<file path="config.mk">
export PLATFORM = sky130hd
export DESIGN_NAME = sfb_frontend
export DESIGN_NICKNAME = d
export VERILOG_FILES = /design/src/design/sfb_pkg.sv /design/src/design/sfb_frontend.sv /design/src/design/sfb_pair_buf.sv
export SDC_FILE = /design/constraint.sdc
export NUM_CORES = 1
export LEC_CHECK = 0
export BUFFER_PORTS_ARGS = -buffer_cell sky130_fd_sc_hd__buf_2
export CAP_MARGIN = 20
export CORE_ASPECT_RATIO = 0.5
export CORE_MARGIN = 2
export CORE_UTILIZATION = 35
export DETAILED_ROUTE_END_ITERATION = 8
export HOLD_SLACK_MARGIN = 0.03
export MAX_ROUTING_LAYER = met4
export PLACE_DENSITY_LB_ADDON = 0.1
export SLEW_MARGIN = 20
export SYNTH_ARGS = -nofsm -noshare
export SYNTH_HDL_FRONTEND = slang
export SYNTH_SLANG_ARGS = --single-unit
export TNS_END_PERCENT = 100
</file>
<file path="constraint.sdc">
create_clock -name ref_clk -period 3.98 [get_ports ref_clk]
set_clock_uncertainty 0.15 [all_clocks]
set_input_delay 0.199 -clock ref_clk [delete_from_list [all_inputs] [get_ports ref_clk]]
set_output_delay 0.199 -clock ref_clk [all_outputs]
set_load 0.01 [all_outputs]
</file>
<file path="src/design/sfb_pkg.sv">
/*
 Shared constants and types of the serial flash bus front end: sizes of
 the array, pages and security area, timing figures, state codes and
 the packed carriers that cross module boundaries.
 Assumes a single 50 MHz system clock sampling every link pin.
*/
package sfb_pkg;

	localparam int CLK_MHZ = 50;
	// Program or erase time; plain default, shortened in simulation
	localparam int PROG_TIME_US = 1000;
	localparam int PROG_CYCLES = PROG_TIME_US * CLK_MHZ;
	localparam int TMR_W = 20;

	localparam int PAGES = 4096;
	localparam int PAGE_W = 12;
	localparam int OFF_W = 9;
	localparam logic [OFF_W-1:0] LAST_OFF_256 = 9'h0FF;
	localparam logic [OFF_W-1:0] LAST_OFF_264 = 9'h107;
	localparam int SEC_BYTES = 128;
	localparam int SEC_USER_BYTES = 64;
	localparam logic [OFF_W-1:0] LAST_OFF_SEC = 9'h07F;

	localparam int ADDR_BYTES = 3;
	localparam logic [1:0] LAST_HDR = 2'h2;
	localparam logic [2:0] LAST_BIT = 3'h7;
	localparam logic [7:0] IDLE_FILL = 8'hFF;

	typedef enum logic [3:0] {
		SFB_IDLE = 4'h1,
		SFB_CMD = 4'h2,
		SFB_ADDR = 4'h4,
		SFB_DATA = 4'h8
	} sfb_state_t;

	typedef enum logic [1:0] {
		SFB_K_OPC = 2'h0,
		SFB_K_ADR = 2'h1,
		SFB_K_DAT = 2'h2
	} sfb_kind_t;

	typedef struct packed {
		sfb_kind_t kind;
		logic [7:0] data;
	} sfb_rx_word_t;

	typedef struct packed {
		logic [PAGE_W-1:0] page;
		logic [OFF_W-1:0] off;
	} sfb_loc_t;

	typedef struct packed {
		logic [1:0] cs_s;
		logic [1:0] sck_s;
		logic [1:0] si_s;
		logic cs_d;
		logic sck_d;
		sfb_state_t st;
		logic [2:0] bit_cnt;
		logic [7:0] rx_sh;
		logic [1:0] hdr_cnt;
		logic [23:0] raw;
		logic [7:0] tx_sh;
		logic so;
		sfb_loc_t loc;
		logic loc_vld;
		logic [TMR_W-1:0] timer;
		logic busy;
		logic push;
		sfb_rx_word_t word;
		logic start;
		logic stop;
		logic ovr;
	} sfb_core_t;

	localparam sfb_core_t CORE_RST = '{
		cs_s: 2'h3,
		cs_d: 1'h1,
		st: SFB_IDLE,
		so: 1'h1,
		default: '0
	};

endpackage : sfb_pkg

</file>
<file path="src/design/sfb_frontend.sv">
/*
 Serial bus front end of a page organised flash: samples select, serial
 clock and serial input, frames operations, assembles bytes MSB first,
 tracks the array location and shifts read data out.
 Assumes the array side consumes rx words, supplies tx bytes on demand
 and raises prog_req during a frame that starts a self-timed operation.
 Serial clock must stay well below a quarter of ref_clk.
*/
`timescale 1ns/1ps
module sfb_frontend #(
	parameter int PROG_CYCLES = sfb_pkg::PROG_CYCLES
) (
	input wire logic ref_clk,
	input wire logic reset,
	input wire logic cs_n,
	input wire logic sck,
	input wire logic si,
	output logic so_data,
	output logic so_oe_n,
	input wire logic page_256,
	input wire logic sec_sel,
	input wire logic prog_req,
	output sfb_pkg::sfb_rx_word_t rx_data,
	output logic rx_valid,
	input wire logic rx_ready,
	input wire logic [7:0] tx_data,
	input wire logic tx_valid,
	output logic tx_ready,
	output sfb_pkg::sfb_loc_t loc,
	output logic loc_valid,
	output logic busy,
	output logic standby,
	output logic frame_start,
	output logic frame_end,
	output logic rx_overrun
);
	sfb_pkg::sfb_core_t q_ff;
	sfb_pkg::sfb_core_t nxt_q;
	logic sel;
	logic sck_rise;
	logic sck_fall;
	logic cs_fall;
	logic cs_rise;
	logic byte_done;
	logic buf_in_ready;
	logic [7:0] rx_byte;

	// Splits a flat address by page size; security area folds to page 0
	function automatic sfb_pkg::sfb_loc_t sfb_decode(
		input logic [23:0] a,
		input logic p256,
		input logic sec
	);
		sfb_pkg::sfb_loc_t l;
		l = '0;
		if (sec) begin
			l.off = {2'h0, a[6:0]};
		end else if (p256) begin
			l.page = a[19:8];
			l.off = {1'b0, a[7:0]};
		end else begin
			l.page = a[20:9];
			l.off = a[8:0];
		end
		return l;
	endfunction : sfb_decode

	// Last byte index of the current page or of the security area
	function automatic logic [sfb_pkg::OFF_W-1:0] sfb_last_off(
		input logic p256,
		input logic sec
	);
		logic [sfb_pkg::OFF_W-1:0] r;
		r = p256 ? sfb_pkg::LAST_OFF_256 : sfb_pkg::LAST_OFF_264;
		if (sec) begin
			r = sfb_pkg::LAST_OFF_SEC;
		end
		return r;
	endfunction : sfb_last_off

	// Next location; page counter wraps naturally at the array end
	function automatic sfb_pkg::sfb_loc_t sfb_step(
		input sfb_pkg::sfb_loc_t l,
		input logic p256,
		input logic sec
	);
		sfb_pkg::sfb_loc_t r;
		r = l;
		if (l.off >= sfb_last_off(p256, sec)) begin
			r.off = '0;
			if (!sec) begin
				r.page = l.page + 12'h001;
			end
		end else begin
			r.off = l.off + 9'h001;
		end
		return r;
	endfunction : sfb_step

	// Only the second synchroniser stage and its delayed copy are read
	assign sel = ~q_ff.cs_s[1];
	assign cs_fall = q_ff.cs_d & ~q_ff.cs_s[1];
	assign cs_rise = ~q_ff.cs_d & q_ff.cs_s[1];
	// Edges found from samples, so either idle level works
	assign sck_rise = q_ff.sck_s[1] & ~q_ff.sck_d;
	assign sck_fall = ~q_ff.sck_s[1] & q_ff.sck_d;
	assign byte_done = sel & sck_rise & (q_ff.bit_cnt == sfb_pkg::LAST_BIT);
	assign rx_byte = {q_ff.rx_sh[6:0], q_ff.si_s[1]};
	assign tx_ready = sel & sck_fall & (q_ff.st == sfb_pkg::SFB_DATA)
		& (q_ff.bit_cnt == 3'h0);

	always_comb begin
		nxt_q = q_ff;
		nxt_q.cs_s = {q_ff.cs_s[0], cs_n};
		nxt_q.sck_s = {q_ff.sck_s[0], sck};
		nxt_q.si_s = {q_ff.si_s[0], si};
		nxt_q.cs_d = q_ff.cs_s[1];
		nxt_q.sck_d = q_ff.sck_s[1];
		nxt_q.push = 1'b0;
		nxt_q.start = 1'b0;
		nxt_q.stop = 1'b0;
		nxt_q.loc_vld = 1'b0;
		nxt_q.ovr = q_ff.push & ~buf_in_ready;

		// Self-timed program or erase, no host timing involved
		if (q_ff.busy) begin
			if (q_ff.timer == '0) begin
				nxt_q.busy = 1'b0;
			end else begin
				nxt_q.timer = q_ff.timer - 1'b1;
			end
		end

		if (cs_fall) begin
			// Truncated frames leave nothing behind
			nxt_q.st = sfb_pkg::SFB_CMD;
			nxt_q.bit_cnt = '0;
			nxt_q.hdr_cnt = '0;
			nxt_q.raw = '0;
			nxt_q.start = 1'b1;
		end else if (cs_rise) begin
			nxt_q.st = sfb_pkg::SFB_IDLE;
			nxt_q.stop = 1'b1;
			// Array write-back runs as one internal sequence
			if (prog_req && !q_ff.busy && q_ff.st != sfb_pkg::SFB_IDLE) begin
				nxt_q.busy = 1'b1;
				nxt_q.timer = sfb_pkg::TMR_W'(PROG_CYCLES - 1);
			end
		end else if (sel) begin
			// Frames decode even while busy, filling the other buffer
			if (sck_rise && q_ff.st != sfb_pkg::SFB_IDLE) begin
				nxt_q.rx_sh = rx_byte;
				nxt_q.bit_cnt = q_ff.bit_cnt + 3'h1;
			end
			if (byte_done && q_ff.st != sfb_pkg::SFB_IDLE) begin
				nxt_q.push = 1'b1;
				nxt_q.word.data = rx_byte;
				case (q_ff.st)
					sfb_pkg::SFB_CMD: begin
						nxt_q.word.kind = sfb_pkg::SFB_K_OPC;
						nxt_q.st = sfb_pkg::SFB_ADDR;
					end
					sfb_pkg::SFB_ADDR: begin
						nxt_q.word.kind = sfb_pkg::SFB_K_ADR;
						nxt_q.raw = {q_ff.raw[15:0], rx_byte};
						nxt_q.hdr_cnt = q_ff.hdr_cnt + 2'h1;
						if (q_ff.hdr_cnt == sfb_pkg::LAST_HDR) begin
							nxt_q.st = sfb_pkg::SFB_DATA;
							// Page and offset split by page size
							nxt_q.loc = sfb_decode({q_ff.raw[15:0], rx_byte},
								page_256, sec_sel);
							nxt_q.loc_vld = 1'b1;
						end
					end
					sfb_pkg::SFB_DATA: begin
						nxt_q.word.kind = sfb_pkg::SFB_K_DAT;
						// Sequential stream across page boundaries
						nxt_q.loc = sfb_step(q_ff.loc, page_256, sec_sel);
						nxt_q.loc_vld = 1'b1;
					end
					default: begin
						nxt_q.st = sfb_pkg::SFB_IDLE;
					end
				endcase
			end
			// Shift out on falling edges; empty supply reads as all ones
			if (sck_fall && q_ff.st == sfb_pkg::SFB_DATA) begin
				if (q_ff.bit_cnt == 3'h0) begin
					nxt_q.so = tx_valid ? tx_data[7] : sfb_pkg::IDLE_FILL[7];
					nxt_q.tx_sh = {tx_valid ? tx_data[6:0] : sfb_pkg::IDLE_FILL[6:0],
						1'b0};
				end else begin
					nxt_q.so = q_ff.tx_sh[7];
					nxt_q.tx_sh = {q_ff.tx_sh[6:0], 1'b0};
				end
			end
		end
	end

	always_ff @(posedge ref_clk) begin
		if (reset) begin
			q_ff <= sfb_pkg::CORE_RST;
		end else begin
			q_ff <= nxt_q;
		end
	end

	// A stalled consumer backs up here; overflow shows on rx_overrun
	sfb_pair_buf #(
		.W($bits(sfb_pkg::sfb_rx_word_t))
	) u_rx_buf (
		.ref_clk(ref_clk),
		.reset(reset),
		.in_valid(q_ff.push),
		.in_ready(buf_in_ready),
		.in_data(q_ff.word),
		.out_valid(rx_valid),
		.out_ready(rx_ready),
		.out_data(rx_data)
	);

	assign so_data = q_ff.so;
	assign so_oe_n = ~sel;
	assign loc = q_ff.loc;
	assign loc_valid = q_ff.loc_vld;
	assign busy = q_ff.busy;
	assign standby = ~sel & ~q_ff.busy;
	assign frame_start = q_ff.start;
	assign frame_end = q_ff.stop;
	assign rx_overrun = q_ff.ovr;

	// Cycle count of the running operation; too long for a repetition
	logic [sfb_pkg::TMR_W-1:0] busy_run_ff;
	always_ff @(posedge ref_clk) begin
		if (reset || !q_ff.busy) begin
			busy_run_ff <= '0;
		end else begin
			busy_run_ff <= busy_run_ff + 1'b1;
		end
	end
endmodule : sfb_frontend

</file>
<file path="src/design/sfb_pair_buf.sv">
/*
 Two-entry buffer with valid/ready on both sides for received words.
 Assumes producer and consumer share ref_clk; in_ready is honest full.
*/
`timescale 1ns/1ps
module sfb_pair_buf #(
	parameter int W = 10
) (
	input wire logic ref_clk,
	input wire logic reset,
	input wire logic in_valid,
	output logic in_ready,
	input wire logic [W-1:0] in_data,
	output logic out_valid,
	input wire logic out_ready,
	output logic [W-1:0] out_data
);
	typedef struct packed {
		logic [1:0][W-1:0] mem;
		logic wp;
		logic rp;
		logic [1:0] cnt;
	} sfb_buf_st_t;

	sfb_buf_st_t buf_ff;
	sfb_buf_st_t nxt_buf;
	logic do_in;
	logic do_out;

	assign in_ready = (buf_ff.cnt != 2'h2);
	assign out_valid = (buf_ff.cnt != 2'h0);
	assign out_data = buf_ff.mem[buf_ff.rp];
	assign do_in = in_valid & in_ready;
	assign do_out = out_valid & out_ready;

	always_comb begin
		nxt_buf = buf_ff;
		if (do_in) begin
			nxt_buf.mem[buf_ff.wp] = in_data;
			nxt_buf.wp = ~buf_ff.wp;
		end
		if (do_out) begin
			nxt_buf.rp = ~buf_ff.rp;
		end
		nxt_buf.cnt = buf_ff.cnt + {1'b0, do_in} - {1'b0, do_out};
	end

	always_ff @(posedge ref_clk) begin
		if (reset) begin
			buf_ff <= '0;
		end else begin
			buf_ff <= nxt_buf;
		end
	end
endmodule : sfb_pair_buf

</file>
* Yosys cells after proc, flatten, opt, wreduce, memory -nomap -nowiden
Index checks and enable logic that the tools add are counted.
** Cells by class
- Add/subtract/negate cells :: 7
- Magnitude comparators :: 4
- Equal/unequal tests :: 13
- Mux-type cells :: 47
- Bitwise operators :: 25
- Reduce and logical (&&, ||, !) cells :: 27
** Operator list (count)
- $mux W9 :: 11
- $mux W21 :: 4
- $mux W70 :: 1
- $mux W68 :: 1
- $mux W26 :: 2
- $mux W11 :: 4
- $mux W22 :: 2
- $pmux W22 S2 :: 1
- $mux W12 :: 3
- $mux W32 :: 1
- $mux W10 :: 3
- $reduce_and A4 Y1 :: 6
- $bwmux W20 :: 1
- $logic_not A20 Y1 :: 1
- $mux W20 :: 1
- $sub A20 B1 Y20 const B :: 1
- $and A1 B1 Y1 :: 13
- $add A12 B1 Y12 const B :: 1
- $not A1 Y1 :: 12
- $pmux W4 S3 :: 1
- $demux W10 S1 :: 1
- $add A9 B1 Y9 const B :: 1
- $ge A9 B9 Y1 :: 1
- $reduce_and A8 Y1 :: 1
- 35 further kinds :: 49
** Word-level totals
- Flip-flop bits (word level) :: 139
- Bits of input ports :: 18
- Output and inout bits :: 41

* Logic depth before layout (Yosys ltp)
Gate-level depths: netlist of run 1.
- Depth after elaboration :: 16
- Gate-level depth with buffers :: 10
- Mapped depth without buffers :: 8

* Hierarchy
Synthesis of run 1 repeated with hierarchy kept, for this count alone.
** Unflattened totals
- Cells, all modules :: 728
- Area, all modules :: 6487.5 um^2
** Modules (own cells, without submodules)
- sfb_frontend :: instances 1, cells each 605, area an instance 5300.1 um^2
- sfb_pair_buf :: instances 1, cells each 123, area an instance 1187.4 um^2

* Worst setup path after synthesis of run 1
OpenSTA, ideal clock, no wires.
- Path type :: register -> register
- Start :: reg q_ff (netlist bit so_oe_n)
- End :: reg q_ff (netlist bit loc[11])
- Setup time :: 0.121 ns
- Data arrival time :: 2.621 ns
- Setup slack :: 1.088 ns
- Stages on the path, launching flop included :: 9
- Path buffers :: 1
- Cells stage by stage :: dfxtp_1 -> inv_1 -> ha_1 -> or4b_4 -> a211oi_4 -> o311ai_2 -> a221o_1 -> buf_6 -> mux2_4
** Between the ends
- Elaborated cells between the ends (all ways) :: 9
- Those cells by class :: bitwise: 7; reduce/logical: 2
** RTL lines
- start, declared :: RTL line sfb_frontend.sv:37 : sfb_pkg::sfb_core_t q_ff;
- start signal, assigned :: RTL line sfb_frontend.sv:202 : q_ff <= sfb_pkg::CORE_RST;
- start signal, assigned :: RTL line sfb_frontend.sv:204 : q_ff <= nxt_q;
- $not A1 Y1 (no source line)
- $and A1 B1 Y1 :: RTL line sfb_frontend.sv:102 : assign cs_fall = q_ff.cs_d & ~q_ff.cs_s[1];
- via cs_fall :: RTL line sfb_frontend.sv:42 : logic cs_fall;
- $not A1 Y1 (no source line)
- $reduce_and A8 Y1 (no source line)
The timed path passes the listed nets, and every way through them passes these cells.
A chain may end at the register's enable or synchronous reset.

* Final worst setup path of run 1
- Start :: reg q_ff[100] in the netlist's numbering
- End :: reg q_ff (netlist bit loc[11])
** Between the ends
- Word-level cells in the longest chain between the ends :: 4
** RTL lines
- $eq A3 B3 Y1 :: RTL line sfb_frontend.sv:107 : assign byte_done = sel & sck_rise & (q_ff.bit_cnt == sfb_pkg::LAST_BIT);
- $and A1 B1 Y1 :: RTL line sfb_frontend.sv:107
- $logic_and A1 B1 Y1 :: RTL line sfb_frontend.sv:155 : if (byte_done && q_ff.st != sfb_pkg::SFB_IDLE) begin
- $reduce_and A8 Y1 (no source line)
Every way passes these cells.

==> metrics, run 1 <==
P_sw=approximately 700 uW; Overall Global Routing Usage=18.3%; fin cells=around 1,000; Seq pwr share=a little over two fifths; Final WS setup=between 0.9 and 1 ns; CTS Buf Count=17; worst min path class=input port to flip-flop; I/O pins=between 50 and 60; commonest non-fill, non-tap cell in the layout=dfxtp_1; Final Max Tran Viols=0; post-synthesis register bit count=roughly 130; # DRC=0; synthesized area=0.00627 mm2; main flop type after synthesis=dfxtp_1; YS warnings=0; Max Cap Viol=0; Net Count, Synth=roughly 750; R2R depth=7; Hold Crit Depth=5; Vias=5,221; largest net degree at the start of global routing=slightly below 60; final net count=787; row cnt=34; Initial DRC Count=between 200 and 250; Clk pwr share=between 50% and 60%; most frequent cells in the layout=dfxtp_1, nor2_1, buf_2; vias in the first global route=between 4,000 and 5,000; hpwl dp=11,500 um; placed cell count=961; P_leak=~0.0028 uW; Slew headroom=approximately 36%; RSZ-0062 raised after global routing=no; Resized cells post-CTS=0; global-route wire length before repair=~27,000 um; final worst-path cycle share=between 70% and 80%; Final Setup Violations=0; core area=roughly 0.017 mm2; Initial Util=between 30% and 40%; Port Buf Inserts=between 50 and 60; Area Overhead vs Synth=16.7%; clock buffer depth=2; Crit Path Category=flip-flop to flip-flop; Die Footprint=around 0.019 mm2; CP endpoint kind=flip-flop; vias per std cell=5.22; initial antenna violation count=0; total wire length=16,500 um; antenna viol nets, final=0; Sink Count=between 100 and 150; share of cells above drive strength 1=about 18%; Die W=193 um; final worst path period need=about 3.0 ns; Clk Latency, worst-skew pair=about 0.42 ns; grt total ovfl=0; switching fraction of total power=between 20% and 30%; Critical Path AT=between 3 and 4 ns; Int Pwr=2330 uW; Pre-antenna DRT Iters=5; Fillers=1,754; status=complete, no violations; CTS tree=yes; Fmax=approximately 0.33 GHz; crit start category=flip-flop; Routed WL per cell=between 15 and 20 um; peak supply drop=approximately 0.00027 V; Cell Pwr Density=415 mW/mm2; Gate power share=between 3 and 4%; setup TNS=0 ns; # diodes=0; Cell variety after synth=66; final core occ=about two fifths; die height=a little under 100 um; Req. time, crit path=4.13 ns; htree depth=4; GPL Wtd Cong=around 0.9; async set-reset flop share out of synthesis=0%; Root Buffer=clkbuf_16; Synth Instances=roughly 720; Worst-path clk slew=around 0.060 ns; pre-CTS WS=about 1 ns; worst slew pin tran=between 0.9 and 1 ns; Crit Path Max Fanout=12; sequential area share after synthesis=between 40% and 50%; number of flops mapped to enable cells by yosys=0; Syn Area/Cell=8.74 um2; Final Hold Viols=0; # Post-CTS Setup Buffers=0
sequential cells by signal (all words and copies together), names as in the netlist:
register         cells
so_oe_n              1
u_rx_buf.buf_ff     24
frame_end            1
q_ff                70
nxt_q                4
loc_valid            1
so_data              1
loc                 21
rx_overrun           1
frame_start          1
busy                 1
timing repair:
item	4_1_cts	5_1_grt
hold buffers	7	0
endpoints found under the setup margin	0	0
endpoints found under the hold margin	18	0
final cells by class:
type	count	area (um2)	share of cell area (%)
multi-input cells	502	3320	45.3
repair buffers	77	457	6.24
flip-flops and latches	126	2520	34.5
inverters	29	109	1.49
clock buffers	18	439	6.00
clock inverters	14	181	2.48
well taps	234	293	4.00
path summary, 6_finish.rpt:
kind / start / to / slack [ns]
hold reg to reg: nxt_q[112]$_SDFF_PP0_ / nxt_q[107]$_SDFF_PP0_ / 0.29
setup / recovery: q_ff[100]$_SDFFE_PP0P_ / loc[11]$_SDFFE_PP0P_ / 0.99
setup reg to reg: q_ff[100]$_SDFFE_PP0P_ / loc[11]$_SDFFE_PP0P_ / 0.99
hold / removal: tx_data[2] / q_ff[61]$_SDFFE_PP0P_ / 0.05
cell usage after synthesis (13+ instances only):
cell type  number  share of area (%)
dfxtp_1       126                 40
nor2_1        105                6.3
nand2_1        53                3.2
mux2i_1        42                6.7
a21oi_1        36                2.9
inv_1          29                1.7
clkbuf_1       28                1.7
buf_4          22                2.6
nand3_1        22                1.8
ha_1           16                3.2
mux2_2         16                2.9
nor2b_1        14                1.4
xor2_1         14                2.0
nand2b_1       13                1.3
power groups by stage:
stage	sequential [uW]	clock, uW	combinational (uW)
global placement	1310	0	98.7
global route	1290	1750	116
CTS	1280	1680	105
floorplan	1300	0	75.4
detailed placement	1310	0	99.6
finish	1280	1650	104
logic make-up (layout without fill, tap and decap cells):
| group | count (synthesis) | after routing | share of synthesized area, % |
|---|---|---|---|
| simple gates | 286 | 286 | 22.7 |
| buf+inv | 90 | 138 | 7.02 |
| flops | 126 | 126 | 40.2 |
| compound gates | 117 | 117 | 13.6 |
| mux | 60 | 60 | 10.1 |
| xor+xnor | 23 | 23 | 3.21 |
| fa+ha+maj | 16 | 16 | 3.19 |
worst max-delay path, stage by stage, from the launching register on:
cell      delay [ns]
dfxtp_1         0.36
ha_1            0.16
ha_1            0.23
or4b_4          0.50
a211oi_4        0.28
o311ai_2        0.24
a221o_1         0.56
mux2_4          0.38
routing by layer:
| layer | part of all wire (%) | vias up | GRT usage (%) |
|---|---|---|---|
| met4 | 1.1 | 0 | 5.46 |
| met3 | 4.9 | 15 | 4.41 |
| met1 | 53 | 2487 | 26.4 |
| met2 | 41 | 121 | 25.0 |
| met5 | 0 | - | - |
| li1 | - | 2598 | - |
per-stage QoR:
stage	hold slack [ns]	total power [uW]	instance area, um2
after floorplan	0.153	1380	6270
final	0.0501	3040	7320
after CTS	0.0302	3070	7320
after global placement	0.265	1410	6610
after detailed placement	0.267	1410	6630
after global routing	0.0625	3150	7320
Power figures use the tool's default switching activity.
==> run 2, diff against run 1 <==
Settings changed: ABC_AREA set to 1.
Clock period 3.98 ns to 2.6 ns, I/O delays scaled along.
==> metrics, run 2 <==
status=complete, no violations; Synth top cells by count=dfxtp_1, nor2_1, nand2_1; final worst-path cycle share=around 84%; Syn Area/Cell=just over 7 um2; Routed WL per cell=roughly 13 um; Gate power share=3.9%; die height=98.6 um; post-synthesis register bit count=around 130; final worst path period need=approximately 2.2 ns; Reg2Reg Setup Slack=between 0.4 and 0.5 ns; Crit Reg-Reg Endpoint=q_ff[78]$_SDFFE_PP0P_; GPL Wtd Cong=between 0.8 and 0.9; RSZ-0062 raised after global routing=no; final net count=a little under 1,000; Pre-antenna DRT Iters=4; async set-reset flop share out of synthesis=0%; vias in the first global route=about 5,300; sequential area share after synthesis=40.3%; peak supply drop=~0.00043 V; # DRC=0; core area=around 0.017 mm2; Overall Global Routing Usage=between 15 and 20%; Final Setup Violations=0; clock buffer depth=2; grt total ovfl=0; P_leak=approximately 0.0031 uW; wire length on met2=around 6600 um; Port Buf Inserts=between 50 and 60; antenna viol nets, final=0; Req. time, crit path=2.80 ns; Vias=about 5,500; Sink Count=126; R2R depth=10; Area Overhead vs Synth=17.4%; row cnt=34; Crit Path Category=flip-flop to flip-flop; global-route wire length before repair=between 20,000 and 30,000 um; Die W=between 150 and 200 um; hpwl dp=around 11,000 um; Seq pwr share=a little over two fifths; commonest non-fill, non-tap cell in the layout=dfxtp_1; CTS tree=yes; post-route cell area=0.00735 mm2; Synth area leader=dfxtp_1; Crit Path Max Fanout=23; Top Metal Used=met4; Slew headroom=a little over half; Initial DRC Count=between 200 and 250; Worst-path clk slew=0.07 ns; Hold Crit Start=tx_valid; synthesized area=0.00626 mm2; number of flops mapped to enable cells by yosys=0; YS warnings=0; vias per std cell=approximately 4.7; crit start category=flip-flop; Max Cap Viol=0; initial antenna violation count=0; htree depth=4; Cell Pwr Density=608 mW/mm2; Cell Area, Placed=0.00661 mm2; main flop type after synthesis=dfxtp_1; Fmax=about 0.46 GHz; WHS Endpoint=q_ff[59]$_SDFFE_PP0P_; # diodes=0; worst r2r src=q_ff[108]$_SDFF_PP1_; Int Pwr=between 3000 and 4000 uW; most frequent cells in the layout=dfxtp_1, nor2_1, nand2_1; Clk pwr share=52.1%; worst min path class=input port to flip-flop; Clk Latency, worst-skew pair=about 0.42 ns; Cell variety after synth=43; I/O pins=59; Final Hold Viols=0; Root Buffer=clkbuf_16; Yosys top cell area share=between 40% and 50%; met1 wire length=8310 um; top cells by area, synth=dfxtp_1, a21oi_1, o21ai_0, nor2_1, nand2_1; Initial Util=between 30% and 40%; placed cell count=~1,100; Hold Crit Depth=4; Met3 Wirelength=around 560 um; Synth Instances=around 890; share of cells above drive strength 1=13.9%; most numerous cell in the Yosys netlist=dfxtp_1; worst slew pin tran=0.678 ns; Critical Path AT=2.39 ns; P_sw=about 1100 uW; Die Footprint=roughly 0.019 mm2; fin cells=1,182; Largest Register=q_ff; Final Max Tran Viols=0; total wire length=15,600 um; max reg flops=70; Net Count, Synth=around 920; switching fraction of total power=24.5%; largest net degree at the start of global routing=between 60 and 70; CTS Buf Count=17; setup TNS=0 ns; CP endpoint kind=flip-flop
-- run 2: cell count changes after synthesis, sizes merged, moves of 10 or more --
cell and delta:
clkbuf -10, nor2 +31, nand3 +22, nand2b -13, inv +83, o32ai -10, o21ai +93, a221oi -12
nor2b -14, mux2 -18, a21oi +65, mux2i -42, nand2 +74
-- run 2: critical path, cell delays in order (launching register included) --
cell	delay, ns
dfxtp_1	0.38
inv_1	0.08
ha_1	0.27
inv_1	0.20
nand3_2	0.18
nor2_2	0.21
nand2_1	0.08
buf_4	0.21
inv_2	0.15
o21ai_0	0.09
a21oi_1	0.12
-- run 2: worst max path at each step --
| stage | slack, ns | endpoint | startpoint |
|---|---|---|---|
| 6_report | 0.41 | q_ff[78]$_SDFFE_PP0P_ | q_ff[108]$_SDFF_PP1_ |
| 5_1_grt | 0.15 | q_ff[78]$_SDFFE_PP0P_ | q_ff[108]$_SDFF_PP1_ |
| 4_1_cts | 0.42 | q_ff[11]$_SDFFE_PP0P_ | q_ff[108]$_SDFF_PP1_ |
| 3_5_place_dp | 0.41 | q_ff[78]$_SDFFE_PP0P_ | q_ff[108]$_SDFF_PP1_ |
| 3_3_place_gp | 0.44 | q_ff[78]$_SDFFE_PP0P_ | q_ff[108]$_SDFF_PP1_ |
| 2_1_floorplan | 0.52 | q_ff[33]$_SDFF_PP0_ | so_oe_n$_SDFF_PP1_ |
-- run 2: stage by stage --
stage / worst slack (ns) / hold WS, ns / util, % / total power, uW
floorplan: 0.516 / 0.0838 / - / 2110
global placement: 0.445 / 0.183 / 37.9 / 2160
detailed placement: 0.410 / 0.187 / 37.9 / 2170
CTS: 0.418 / 0.0333 / 42.2 / 4560
global route: 0.153 / 0.0790 / 42.2 / 4680
finish: 0.411 / 0.0600 / 42.2 / 4470
-- run 2: cell type report --
class	instances	area, um2
tap	234	293
timing repair buffer	85	536
clock inverter	14	135
multi-input combinational	592	3000
inverter	113	424
sequential	126	2520
clock buffer	18	439
fill	1876	10100
-- run 2: logic make-up (layout without fill, tap and decap cells) --
logic type,count (synthesis),count (layout),share of synthesized area (%)
XOR/XNOR,12,12,1.68
flip-flops,126,126,40.3
adder cells (fa/ha/maj),16,16,3.20
AO/OA/AOI/OAI,230,230,19.5
buffers and inverters,167,230,11.8
AND/OR/NAND/NOR,334,334,23.6
-- run 2: power by group through the flow --
stage / clock, uW / combinational, uW / sequential, uW
floorplan: 0 / 112 / 2000
global placement: 0 / 154 / 2010
detailed placement: 0 / 156 / 2010
CTS: 2410 / 176 / 1970
global route: 2500 / 203 / 1970
finish: 2330 / 175 / 1970
-- run 2: routing by layer --
layer  up-vias  global-route usage [%]
li1       2974                       -
met1      2495                    24.7
met2        61                    26.6
met3        13                    4.52
met4         0                    4.55
met5         -                       -
-- run 2: what timing repair did --
action                                 in CTS  in global routing
buffers inserted                            0                  0
endpoints found under the hold margin      20                  0
hold buffers                               17                  0
resized for setup                           0                  0
